File: config.mk
export PLATFORM = sky130hd
export DESIGN_NAME = ftlv_video_out
export DESIGN_NICKNAME = d
export VERILOG_FILES = /design/src/core/ftlv_video_out.v
export VERILOG_INCLUDE_DIRS = /design/src /design/src/core
export SDC_FILE = /design/constraint.sdc
export NUM_CORES = 2
export LEC_CHECK = 0
export BUFFER_PORTS_ARGS = -buffer_cell sky130_fd_sc_hd__buf_4
export CORE_ASPECT_RATIO = 2
export CORE_UTILIZATION = 50
export DETAILED_ROUTE_END_ITERATION = 7
export GPL_ROUTABILITY_DRIVEN = 1
export GPL_TIMING_DRIVEN = 0
export HOLD_SLACK_MARGIN = 0.06
export PLACE_DENSITY = 0.7
export REMOVE_ABC_BUFFERS = 1
export SYNTH_ARGS = -nofsm -noshare
export SYNTH_HDL_FRONTEND = slang
export SYNTH_SLANG_ARGS = --single-unit
File: constraint.sdc
create_clock -name sys_clk -period 3.7 [get_ports sys_clk]
set_clock_uncertainty 0.15 [all_clocks]
set_input_delay 0.37 -clock sys_clk [delete_from_list [all_inputs] [get_ports sys_clk]]
set_output_delay 0.37 -clock sys_clk [all_outputs]
set_load 0.01 [all_outputs]
File: src/core/ftlv_defines.vh
`ifndef FTLV_DEFINES_VH
`define FTLV_DEFINES_VH

// Output depth selection
`define FTLV_MODE_12BIT      2'h0
`define FTLV_MODE_10BIT      2'h1
`define FTLV_MODE_8BIT       2'h2

// Sample and tap geometry
`define FTLV_SAMPLE_W        12
`define FTLV_TAPS            4
`define FTLV_PORT_W          8

// Line lengths in pixels at full resolution
`define FTLV_PIX_LARGE       13'h1000
`define FTLV_PIX_SMALL       13'h0800

// Buffer shape
`define FTLV_FIFO_DEPTH      32
`define FTLV_FIFO_AW         5

// Line word counter width
`define FTLV_WORD_W          11

// Unused output level
`define FTLV_UNUSED_LEVEL    1'b0

`endif

File: src/core/ftlv_video_out.v
// Summary of operation
// [RULE1] 12-bit mode: four 12-bit pixels plus flags
// [RULE2] Output only on transmitters X and Y
// [RULE3] New word on each pixel clock rise
// [RULE4] Receiver takes data when both flags high
// [RULE5] 10-bit mode drops two low bits
// [RULE6] 8-bit mode drops four low bits
// [RULE7] Idle: both flags low every cycle
// [RULE8] Start line only after readout completes
// [RULE9] First cycle: flags rise, pixels 1-4
// [RULE10] Later cycles advance taps by four pixels
// [RULE11] After last pixels both flags drop
// [RULE12] 12-bit bit map on transmitter X
// [RULE13] 10-bit bit map on transmitter X
// [RULE14] 8-bit bit map on transmitter X
// [RULE15] Transmitter Y carries taps three, two (8-bit mode puts only tap three on Y port D, tap two goes on X port C)
// [RULE16] Line length from model, binning, AOI
// [RULE17] Unused outputs driven constant low
`include "ftlv_defines.vh"

module ftlv_fifo #(
  parameter WIDTH = 48,
  parameter DEPTH = `FTLV_FIFO_DEPTH,
  parameter AW    = `FTLV_FIFO_AW
) (
  // Clock and reset
  input  wire             sys_clk,
  input  wire             reset,
  // Fill side
  input  wire             in_valid,
  output wire             in_ready,
  input  wire [WIDTH-1:0] in_data,
  // Drain side
  output wire             out_valid,
  input  wire             out_ready,
  output wire [WIDTH-1:0] out_data
);
  localparam [AW:0] DEPTH_CNT = DEPTH;
  reg [WIDTH-1:0] mem_reg [0:DEPTH-1];
  reg [AW-1:0]    wr_ptr_reg;
  reg [AW-1:0]    rd_ptr_reg;
  reg [AW:0]      count_reg;
  reg [AW:0]      count_next;
  reg             ready_reg;
  reg             empty_reg;
  wire            push;
  wire            pop;
  // Ready straight from a flop, low in reset
  assign in_ready  = ready_reg;
  assign out_valid = ~empty_reg;
  assign out_data  = mem_reg[rd_ptr_reg];
  assign push      = in_valid & ready_reg;
  assign pop       = out_ready & ~empty_reg;
  always @* begin
    count_next = count_reg;
    if (push & ~pop) begin
      count_next = count_reg + 1'b1;
    end else if (pop & ~push) begin
      count_next = count_reg - 1'b1;
    end
  end

  always @(posedge sys_clk) begin
    if (push) begin
      mem_reg[wr_ptr_reg] <= in_data;
    end
  end
  always @(posedge sys_clk or posedge reset) begin
    if (reset) begin
      wr_ptr_reg <= {AW{1'b0}};
      rd_ptr_reg <= {AW{1'b0}};
      count_reg  <= {(AW+1){1'b0}};
      ready_reg  <= 1'b0;
      empty_reg  <= 1'b1;
    end else begin
      if (push) begin
        wr_ptr_reg <= wr_ptr_reg + 1'b1;
      end
      if (pop) begin
        rd_ptr_reg <= rd_ptr_reg + 1'b1;
      end
      count_reg <= count_next;
      ready_reg <= (count_next != DEPTH_CNT);
      empty_reg <= (count_next == {(AW+1){1'b0}});
    end
  end

endmodule // ftlv_fifo
module ftlv_video_out (
  // Clock and reset
  input  wire        sys_clk,
  input  wire        reset,
  // Link pixel clock from the outside
  input  wire        pix_clk,
  // Line configuration
  input  wire [1:0]  depth_mode,
  input  wire        model_large,
  input  wire        hbin_en,
  input  wire        aoi_en,
  input  wire [12:0] aoi_pixels,
  // Sensor readout
  input  wire        readout_done,
  input  wire        sample_valid,
  output wire        sample_ready,
  input  wire [47:0] sample_data,
  // Transmitter X
  output reg  [7:0]  tx_x_port_a_reg,
  output reg  [7:0]  tx_x_port_b_reg,
  output reg  [7:0]  tx_x_port_c_reg,
  output reg         tx_x_lval_reg,
  output reg         tx_x_fval_reg,
  output reg         tx_x_dval_reg,
  output reg         tx_x_spare_reg,
  output reg         tx_x_clk_reg,
  // Transmitter Y
  output reg  [7:0]  tx_y_port_d_reg,
  output reg  [7:0]  tx_y_port_e_reg,
  output reg  [7:0]  tx_y_port_f_reg,
  output reg         tx_y_lval_reg,
  output reg         tx_y_fval_reg,
  output reg         tx_y_dval_reg,
  output reg         tx_y_spare_reg,
  output reg         tx_y_clk_reg,
  // Line status
  output reg         line_busy_reg
);
  localparam ST_IDLE   = 2'h0;
  localparam ST_ACTIVE = 2'h1;
  reg        pclk_meta_reg;
  reg        pclk_sync_reg;
  reg        pclk_prev_reg;
  wire       pix_rise;
  reg [1:0]  state_reg;
  reg [1:0]  mode_reg;
  reg        pending_reg;
  reg        started_reg;
  reg [`FTLV_WORD_W-1:0] words_left_reg;
  reg [12:0] line_pixels;
  wire [`FTLV_WORD_W-1:0] line_words;
  wire       fifo_valid;
  wire       fifo_pop;
  wire [47:0] fifo_data;
  wire       line_start;
  wire       send_word;
  wire       line_done;
  wire [11:0] tap_stream_zero;
  wire [11:0] tap_stream_one;
  wire [11:0] tap_stream_two;
  wire [11:0] tap_stream_three;
  reg  [7:0]  map_a;
  reg  [7:0]  map_b;
  reg  [7:0]  map_c;
  reg  [7:0]  map_d;
  reg  [7:0]  map_e;
  reg  [7:0]  map_f;
  // Pixel clock synchroniser and rise detect
  always @(posedge sys_clk or posedge reset) begin
    if (reset) begin
      pclk_meta_reg <= 1'b0;
      pclk_sync_reg <= 1'b0;
      pclk_prev_reg <= 1'b0;
    end else begin
      pclk_meta_reg <= pix_clk;
      pclk_sync_reg <= pclk_meta_reg;
      pclk_prev_reg <= pclk_sync_reg;
    end
  end
  assign pix_rise = pclk_sync_reg & ~pclk_prev_reg; // [RULE3]
  // Line length selection
  always @* begin
    line_pixels = model_large ? `FTLV_PIX_LARGE : `FTLV_PIX_SMALL; // [RULE16]
    if (hbin_en) begin
      line_pixels = {1'b0, line_pixels[12:1]}; // [RULE16]
    end
    if (aoi_en) begin
      line_pixels = aoi_pixels; // [RULE16]
    end
  end
  assign line_words = line_pixels[12:2];
  ftlv_fifo #(
    .WIDTH (48),
    .DEPTH (`FTLV_FIFO_DEPTH),
    .AW    (`FTLV_FIFO_AW)
  ) u_fifo (
    .sys_clk   (sys_clk),
    .reset     (reset),
    .in_valid  (sample_valid),
    .in_ready  (sample_ready),
    .in_data   (sample_data),
    .out_valid (fifo_valid),
    .out_ready (fifo_pop),
    .out_data  (fifo_data)
  );
  assign line_start = (state_reg == ST_IDLE) & (pending_reg | readout_done); // [RULE8]
  assign line_done  = (words_left_reg == {`FTLV_WORD_W{1'b0}});
  assign send_word  = (state_reg == ST_ACTIVE) & pix_rise & fifo_valid & ~line_done;
  assign fifo_pop   = send_word;
  // Taps: pixel 4k+1 on tap zero through 4k+4 on tap three
  assign tap_stream_zero  = fifo_data[11:0];  // [RULE9]
  assign tap_stream_one   = fifo_data[23:12]; // [RULE9]
  assign tap_stream_two   = fifo_data[35:24]; // [RULE9]
  assign tap_stream_three = fifo_data[47:36]; // [RULE9]
  // Bit mapping onto transmitter ports
  always @* begin
    case (mode_reg)
      `FTLV_MODE_12BIT: begin
        map_a = tap_stream_zero[7:0];                                   // [RULE12]
        map_b = {tap_stream_one[11:8], tap_stream_zero[11:8]};          // [RULE12]
        map_c = tap_stream_one[7:0];                                    // [RULE12]
        map_d = tap_stream_three[7:0];                                  // [RULE15]
        map_e = tap_stream_two[7:0];                                    // [RULE15]
        map_f = {tap_stream_three[11:8], tap_stream_two[11:8]};         // [RULE15] [RULE1]
      end
      `FTLV_MODE_10BIT: begin
        map_a = tap_stream_zero[9:2];                                   // [RULE5] [RULE13]
        map_b = {2'h0, tap_stream_one[11:10], 2'h0, tap_stream_zero[11:10]}; // [RULE13]
        map_c = tap_stream_one[9:2];                                    // [RULE13]
        map_d = tap_stream_three[9:2];                                  // [RULE15]
        map_e = tap_stream_two[9:2];                                    // [RULE15]
        map_f = {2'h0, tap_stream_three[11:10], 2'h0, tap_stream_two[11:10]}; // [RULE15]
      end
      `FTLV_MODE_8BIT: begin
        map_a = tap_stream_zero[11:4];                                  // [RULE6] [RULE14]
        map_b = tap_stream_one[11:4];                                   // [RULE14]
        map_c = tap_stream_two[11:4];                                   // [RULE14]
        map_d = tap_stream_three[11:4];                                 // [RULE15]
        map_e = 8'h00;                                                  // [RULE17]
        map_f = 8'h00;                                                  // [RULE17]
      end
      default: begin
        map_a = 8'h00;
        map_b = 8'h00;
        map_c = 8'h00;
        map_d = 8'h00;
        map_e = 8'h00;
        map_f = 8'h00;
      end
    endcase
  end
  // Line sequencer
  always @(posedge sys_clk or posedge reset) begin
    if (reset) begin
      state_reg      <= ST_IDLE;
      mode_reg       <= `FTLV_MODE_12BIT;
      pending_reg    <= 1'b0;
      started_reg    <= 1'b0;
      words_left_reg <= {`FTLV_WORD_W{1'b0}};
      line_busy_reg  <= 1'b0;
    end else begin
      if (readout_done & (~line_start | pending_reg)) begin
        pending_reg <= 1'b1;
      end else if (line_start) begin
        pending_reg <= 1'b0;
      end
      case (state_reg)
        ST_IDLE: begin
          if (line_start) begin
            state_reg      <= ST_ACTIVE; // [RULE8]
            mode_reg       <= depth_mode;
            words_left_reg <= line_words; // [RULE16]
            started_reg    <= 1'b0;
            line_busy_reg  <= 1'b1;
          end
        end
        ST_ACTIVE: begin
          if (send_word) begin
            words_left_reg <= words_left_reg - 1'b1; // [RULE10]
            started_reg    <= 1'b1;
          end else if (pix_rise & line_done) begin
            state_reg     <= ST_IDLE; // [RULE11]
            started_reg   <= 1'b0;
            line_busy_reg <= 1'b0;
          end
        end
        default: begin
          state_reg <= ST_IDLE;
        end
      endcase
    end
  end
  // Transmitter registers, updated on pixel clock rise
  always @(posedge sys_clk or posedge reset) begin
    if (reset) begin
      tx_x_port_a_reg <= 8'h00;
      tx_x_port_b_reg <= 8'h00;
      tx_x_port_c_reg <= 8'h00;
      tx_x_lval_reg   <= 1'b0;
      tx_x_dval_reg   <= 1'b0;
      tx_y_port_d_reg <= 8'h00;
      tx_y_port_e_reg <= 8'h00;
      tx_y_port_f_reg <= 8'h00;
      tx_y_lval_reg   <= 1'b0;
      tx_y_dval_reg   <= 1'b0;
    end else if (pix_rise) begin // [RULE3]
      if (send_word) begin
        tx_x_port_a_reg <= map_a; // [RULE2]
        tx_x_port_b_reg <= map_b;
        tx_x_port_c_reg <= map_c;
        tx_y_port_d_reg <= map_d; // [RULE2]
        tx_y_port_e_reg <= map_e;
        tx_y_port_f_reg <= map_f;
        tx_x_lval_reg   <= 1'b1; // [RULE9] [RULE10]
        tx_x_dval_reg   <= 1'b1; // [RULE4]
        tx_y_lval_reg   <= 1'b1; // [RULE15]
        tx_y_dval_reg   <= 1'b1;
      end else begin
        tx_x_port_a_reg <= 8'h00;
        tx_x_port_b_reg <= 8'h00;
        tx_x_port_c_reg <= 8'h00;
        tx_y_port_d_reg <= 8'h00;
        tx_y_port_e_reg <= 8'h00;
        tx_y_port_f_reg <= 8'h00;
        // Underrun inside a line keeps line valid, drops data valid
        tx_x_lval_reg   <= (state_reg == ST_ACTIVE) & started_reg & ~line_done; // [RULE7] [RULE11]
        tx_y_lval_reg   <= (state_reg == ST_ACTIVE) & started_reg & ~line_done; // [RULE7] [RULE11]
        tx_x_dval_reg   <= 1'b0; // [RULE7]
        tx_y_dval_reg   <= 1'b0; // [RULE7]
      end
    end
  end
  // Pixel clock forwarding and unused bits
  always @(posedge sys_clk or posedge reset) begin
    if (reset) begin
      tx_x_clk_reg   <= 1'b0;
      tx_y_clk_reg   <= 1'b0;
      tx_x_fval_reg  <= `FTLV_UNUSED_LEVEL;
      tx_y_fval_reg  <= `FTLV_UNUSED_LEVEL;
      tx_x_spare_reg <= `FTLV_UNUSED_LEVEL;
      tx_y_spare_reg <= `FTLV_UNUSED_LEVEL;
    end else begin
      tx_x_clk_reg   <= pclk_prev_reg; // [RULE2]
      tx_y_clk_reg   <= pclk_prev_reg; // [RULE15]
      tx_x_fval_reg  <= `FTLV_UNUSED_LEVEL; // [RULE17]
      tx_y_fval_reg  <= `FTLV_UNUSED_LEVEL; // [RULE17]
      tx_x_spare_reg <= `FTLV_UNUSED_LEVEL; // [RULE17]
      tx_y_spare_reg <= `FTLV_UNUSED_LEVEL; // [RULE17]
    end
  end
endmodule // ftlv_video_out

==> results.txt <==
----------------------------------------------------
[Run status]
  Outcome ... complete, but fails checks
  Failing checks ... setup timing

[Global routing]
  Overall fraction of global-route tracks in use ... between 20% and 30%
  Vias in the first global route ... approximately 34,000
  Antenna violations before repair ... 8
  GRT overflow ... 0
  Largest net degree at the start of global routing ... between 50 and 60
  Global-route wire length before repair ... roughly 240 mm

[Drt]
  Number of DRC markers after the initial detailed-route iteration ... between 4,000 and 5,000
  Overall via count from detail_route ... around 33,000
  Remaining routing DRC violations ... 0
  Final ANT Viol Nets ... 0
  Vias/cell ... between 6 and 7
  First drt pass iteration count ... 6
  Routed length per placed instance ... about 32 um
  Wire length reported by the detailed router ... ~170 mm

[Floorplanning]
  Initial Util ... 50.3%
  Chip height ... between 500 and 600 um
  Row Count ... roughly 180
  I/O Pins ... roughly 130
  Die span in x ... about 250 um
  Std-Cell Core Area ... between 100,000 and 150,000 sq um
  Die footprint ... 128,000 sq um

[Pwr]
  Total power divided by cell area ... ~730 nW/um^2
  Sequential Power Share ... 41.2%
  Worst voltage drop across the vdd grid ... 0.479 mV
  Share of total power in combinational logic ... a little under a third
  Internal Power ... about 37,000 uW
  Leak ... 0.0242 uW
  Switching portion of total power ... a little under a third
  Clock share of power ... a little over a quarter
  Sw power ... ~17,000 uW

[Layout]
  Share of layout cells above drive strength 1 ... between 20% and 30%
  Max reg flops ... approximately 1,500
  Synth-to-layout area growth ... 17.0%
  Commonest non-fill, non-tap cell in the layout ... edfxtp_1
  Post-layout net count ... 3,500
  Share of the core filled with cells in the final layout ... approximately three fifths
  Commonest cells after routing, fill and taps aside ... edfxtp_1 (1,536), mux2i_1 (280), mux4_2 (250)
  Count of non-filler cells in the finished layout ... 5,202

[Clock tree]
  Buffer depth of the longest clock path ... 3
  Worst-Skew Late Latency ... around 0.76 ns
  CTS buffer count ... between 100 and 150
  Clock root buffer ... clkbuf_16
  Clock sink count ... ~1,600
  Number of levels in the clock H-tree ... 4
  Register clock-pin slew on the reported worst setup and hold paths ... approximately 0.070 ns
  CTS tree ... done

[Yosys]
  Register bit count reported by yosys ... ~1,600
  Cell Area, Synth ... 63,100 sq um
  Seq/Total Area, Yosys ... between 70% and 80%
  Number of synthesized flops with an enable pin ... between 1,500 and 2,000
  Post-synthesis area per instance ... ~20 sq um
  Async SR Flop Fraction ... between 5 and 6%
  Synthesized netlist cell count ... slightly above 3,000
  Leading cell types by total area after synthesis ... edfxtp_1 (73%), mux4_2 (8.9%), mux2i_1 (4.4%)
  Top-area cell type share of the netlist area ... 73.1%
  Unique cell type count in the Yosys netlist ... between 80 and 90
  Ys flop type ... edfxtp_1
  Largest area contributor in the netlist ... edfxtp_1
  Syn. warnings ... 0

[Timing]
  Fin. Hold Viols ... 0
  Worst-Margin Slew ... between 1 and 1.5 ns
  Setup repair after global routing missed its margin ... true
  Shortest period the worst path allows ... 3.74 ns
  Count of final max-slew check failures ... 0
  Share of the clock period used by the worst path after layout ... 101%
  Number of failing setup endpoints in the final timing report ... 2
  Headroom to the max-slew limit ... a little over a fifth
  Final setup margin ... -0.0361 ns
  Highest achievable clock rate ... 0.268 GHz

[Critical path]
  Reg-to-Reg End ... tx_x_port_c_reg[6]
  Endpoint kind of the worst setup timing path ... flop
  Endpoint arrival time on the critical path ... 4.25 ns
  R2r startpoint ... u_fifo.rd_ptr_reg[2]
  CP max FO ... 51
  Startpoint type of the worst setup path ... flop
  Worst Path Class, Setup ... flop to flop
  Data required time at the worst endpoint ... roughly 4.2 ns
  Depth of the most critical reg-to-reg path ... 9
  Reg-to-reg setup timing slack ... -0.04 ns

[Placed design]
  HPWL reported at the end of detailed placement ... 101 mm
  Pre-CTS setup slack ... -0.916 ns
  Number of cells in the design after placement ... slightly below 5,000
  Count of port buffers added during placement ... about 120
  Gp weighted congestion ... approximately 0.77

[Job]
  Max capacitance violation total ... 0

[Hold path]
  HP Class ... input port to asynchronous set/reset pin

----------------------------------------------------
through the flow:
stage | TNS, ns | hold WS (ns) | area (sq um) | power (uW)
2_1_floorplan | -748.07 | 0.181 | 61900 | 30300
3_3_place_gp | -7923.58 | 0.196 | 65000 | 33500
3_5_place_dp | -15.99 | 0.196 | 68200 | 39000
4_1_cts | -0.0169 | 0.0733 | 73600 | 54000
5_1_grt | -1.58 | 0.114 | 73800 | 55400
6_report | -0.0598 | 0.0974 | 73800 | 54000
Yosys cell counts (10+ instances only):
| cell type | n |
|---|---|
| o211ai_1 | 20 |
| o22ai_1 | 42 |
| buf_6 | 28 |
| clkbuf_1 | 62 |
| nor3_1 | 10 |
| ha_1 | 11 |
| nor2b_1 | 13 |
| nand2_1 | 96 |
| inv_1 | 11 |
| o21ai_0 | 32 |
| edfxtp_1 | 1536 |
| a221oi_1 | 11 |
| mux2_2 | 19 |
| mux4_2 | 250 |
| a22oi_1 | 109 |
| mux2i_1 | 280 |
| o21ai_1 | 10 |
| a22o_1 | 31 |
| nand3_1 | 24 |
| a21oi_1 | 56 |
| buf_4 | 38 |
| dfrtp_1 | 87 |
| a211oi_1 | 28 |
| buf_2 | 52 |
| o221ai_1 | 36 |
| nor2_1 | 71 |
power by group through the flow:
stage	registers, uW	logic [uW]	clock network (uW)
floorplan	23300	7030	0
global placement	23600	9900	0
detailed placement	22700	16300	0
CTS	22200	16800	14900
global route	22300	17600	15500
finish	22300	16900	14800
per-layer routing:
layer | routed length [um] | track usage (%)
met1 | 58300 | 31.8
met4 | 9780 | 14.5
met2 | 84200 | 44.3
met3 | 14200 | 5.09
met5 | 47 | 0
kinds of logic after synthesis:
logic type / after synthesis / share of synthesized area (%)
compound gates: 451 / 5.34
fa+ha+maj: 11 / 0.218
flops: 1624 / 76.6
xor+xnor: 12 / 0.178
buf+inv: 200 / 1.93
simple gates: 265 / 1.99
mux: 551 / 13.7
other cells: 1 / 0.00594
worst max-delay path, cell delays in order, from the launching register on:
cell and delay (ns):
dfrtp_4 0.58, buf_16 0.35, buf_16 0.31, nand3_4 0.48, buf_12 0.37, o221ai_1 0.19
a211oi_1 0.08, a21oi_1 0.60, o2bb2a_1 0.31, o211ai_1 0.08
timing repair:
action | in CTS | in global routing
pin swaps | 3 | 7
setup endpoints to repair | 61 | 124
hold endpoints to repair | 1644 | 0
hold buffers | 73 | 0
resized for setup | 12 | 6
buffers inserted | 7 | 18
cloned | 3 | 0
final cells by class:
class	count	area, sq um
Fill cell	8704	51600
Sequential cell	1624	48300
Multi-Input combinational cell	1295	13900
Timing Repair Buffer	351	4880
Clock buffer	155	3550
Tap cell	1674	2090
Clock inverter	88	972
Inverter	11	43.8
Antenna cell	4	10.0
how the worst max path moves through the flow:
stage,from,to,cells past startpoint
detailed placement,u_fifo.rd_ptr_reg[0],tx_y_port_d_reg[3],9
CTS,u_fifo.in_ready,u_fifo.mem_reg[3][17],5
global placement,u_fifo.rd_ptr_reg[2],tx_y_port_d_reg[3],5
floorplan,u_fifo.rd_ptr_reg[0],tx_x_port_b_reg[7],6
finish,u_fifo.rd_ptr_reg[2],tx_x_port_c_reg[6],9
global route,u_fifo.rd_ptr_reg[1],tx_y_port_f_reg[5],7
Note: power is estimated with default switching activity, not from simulation.
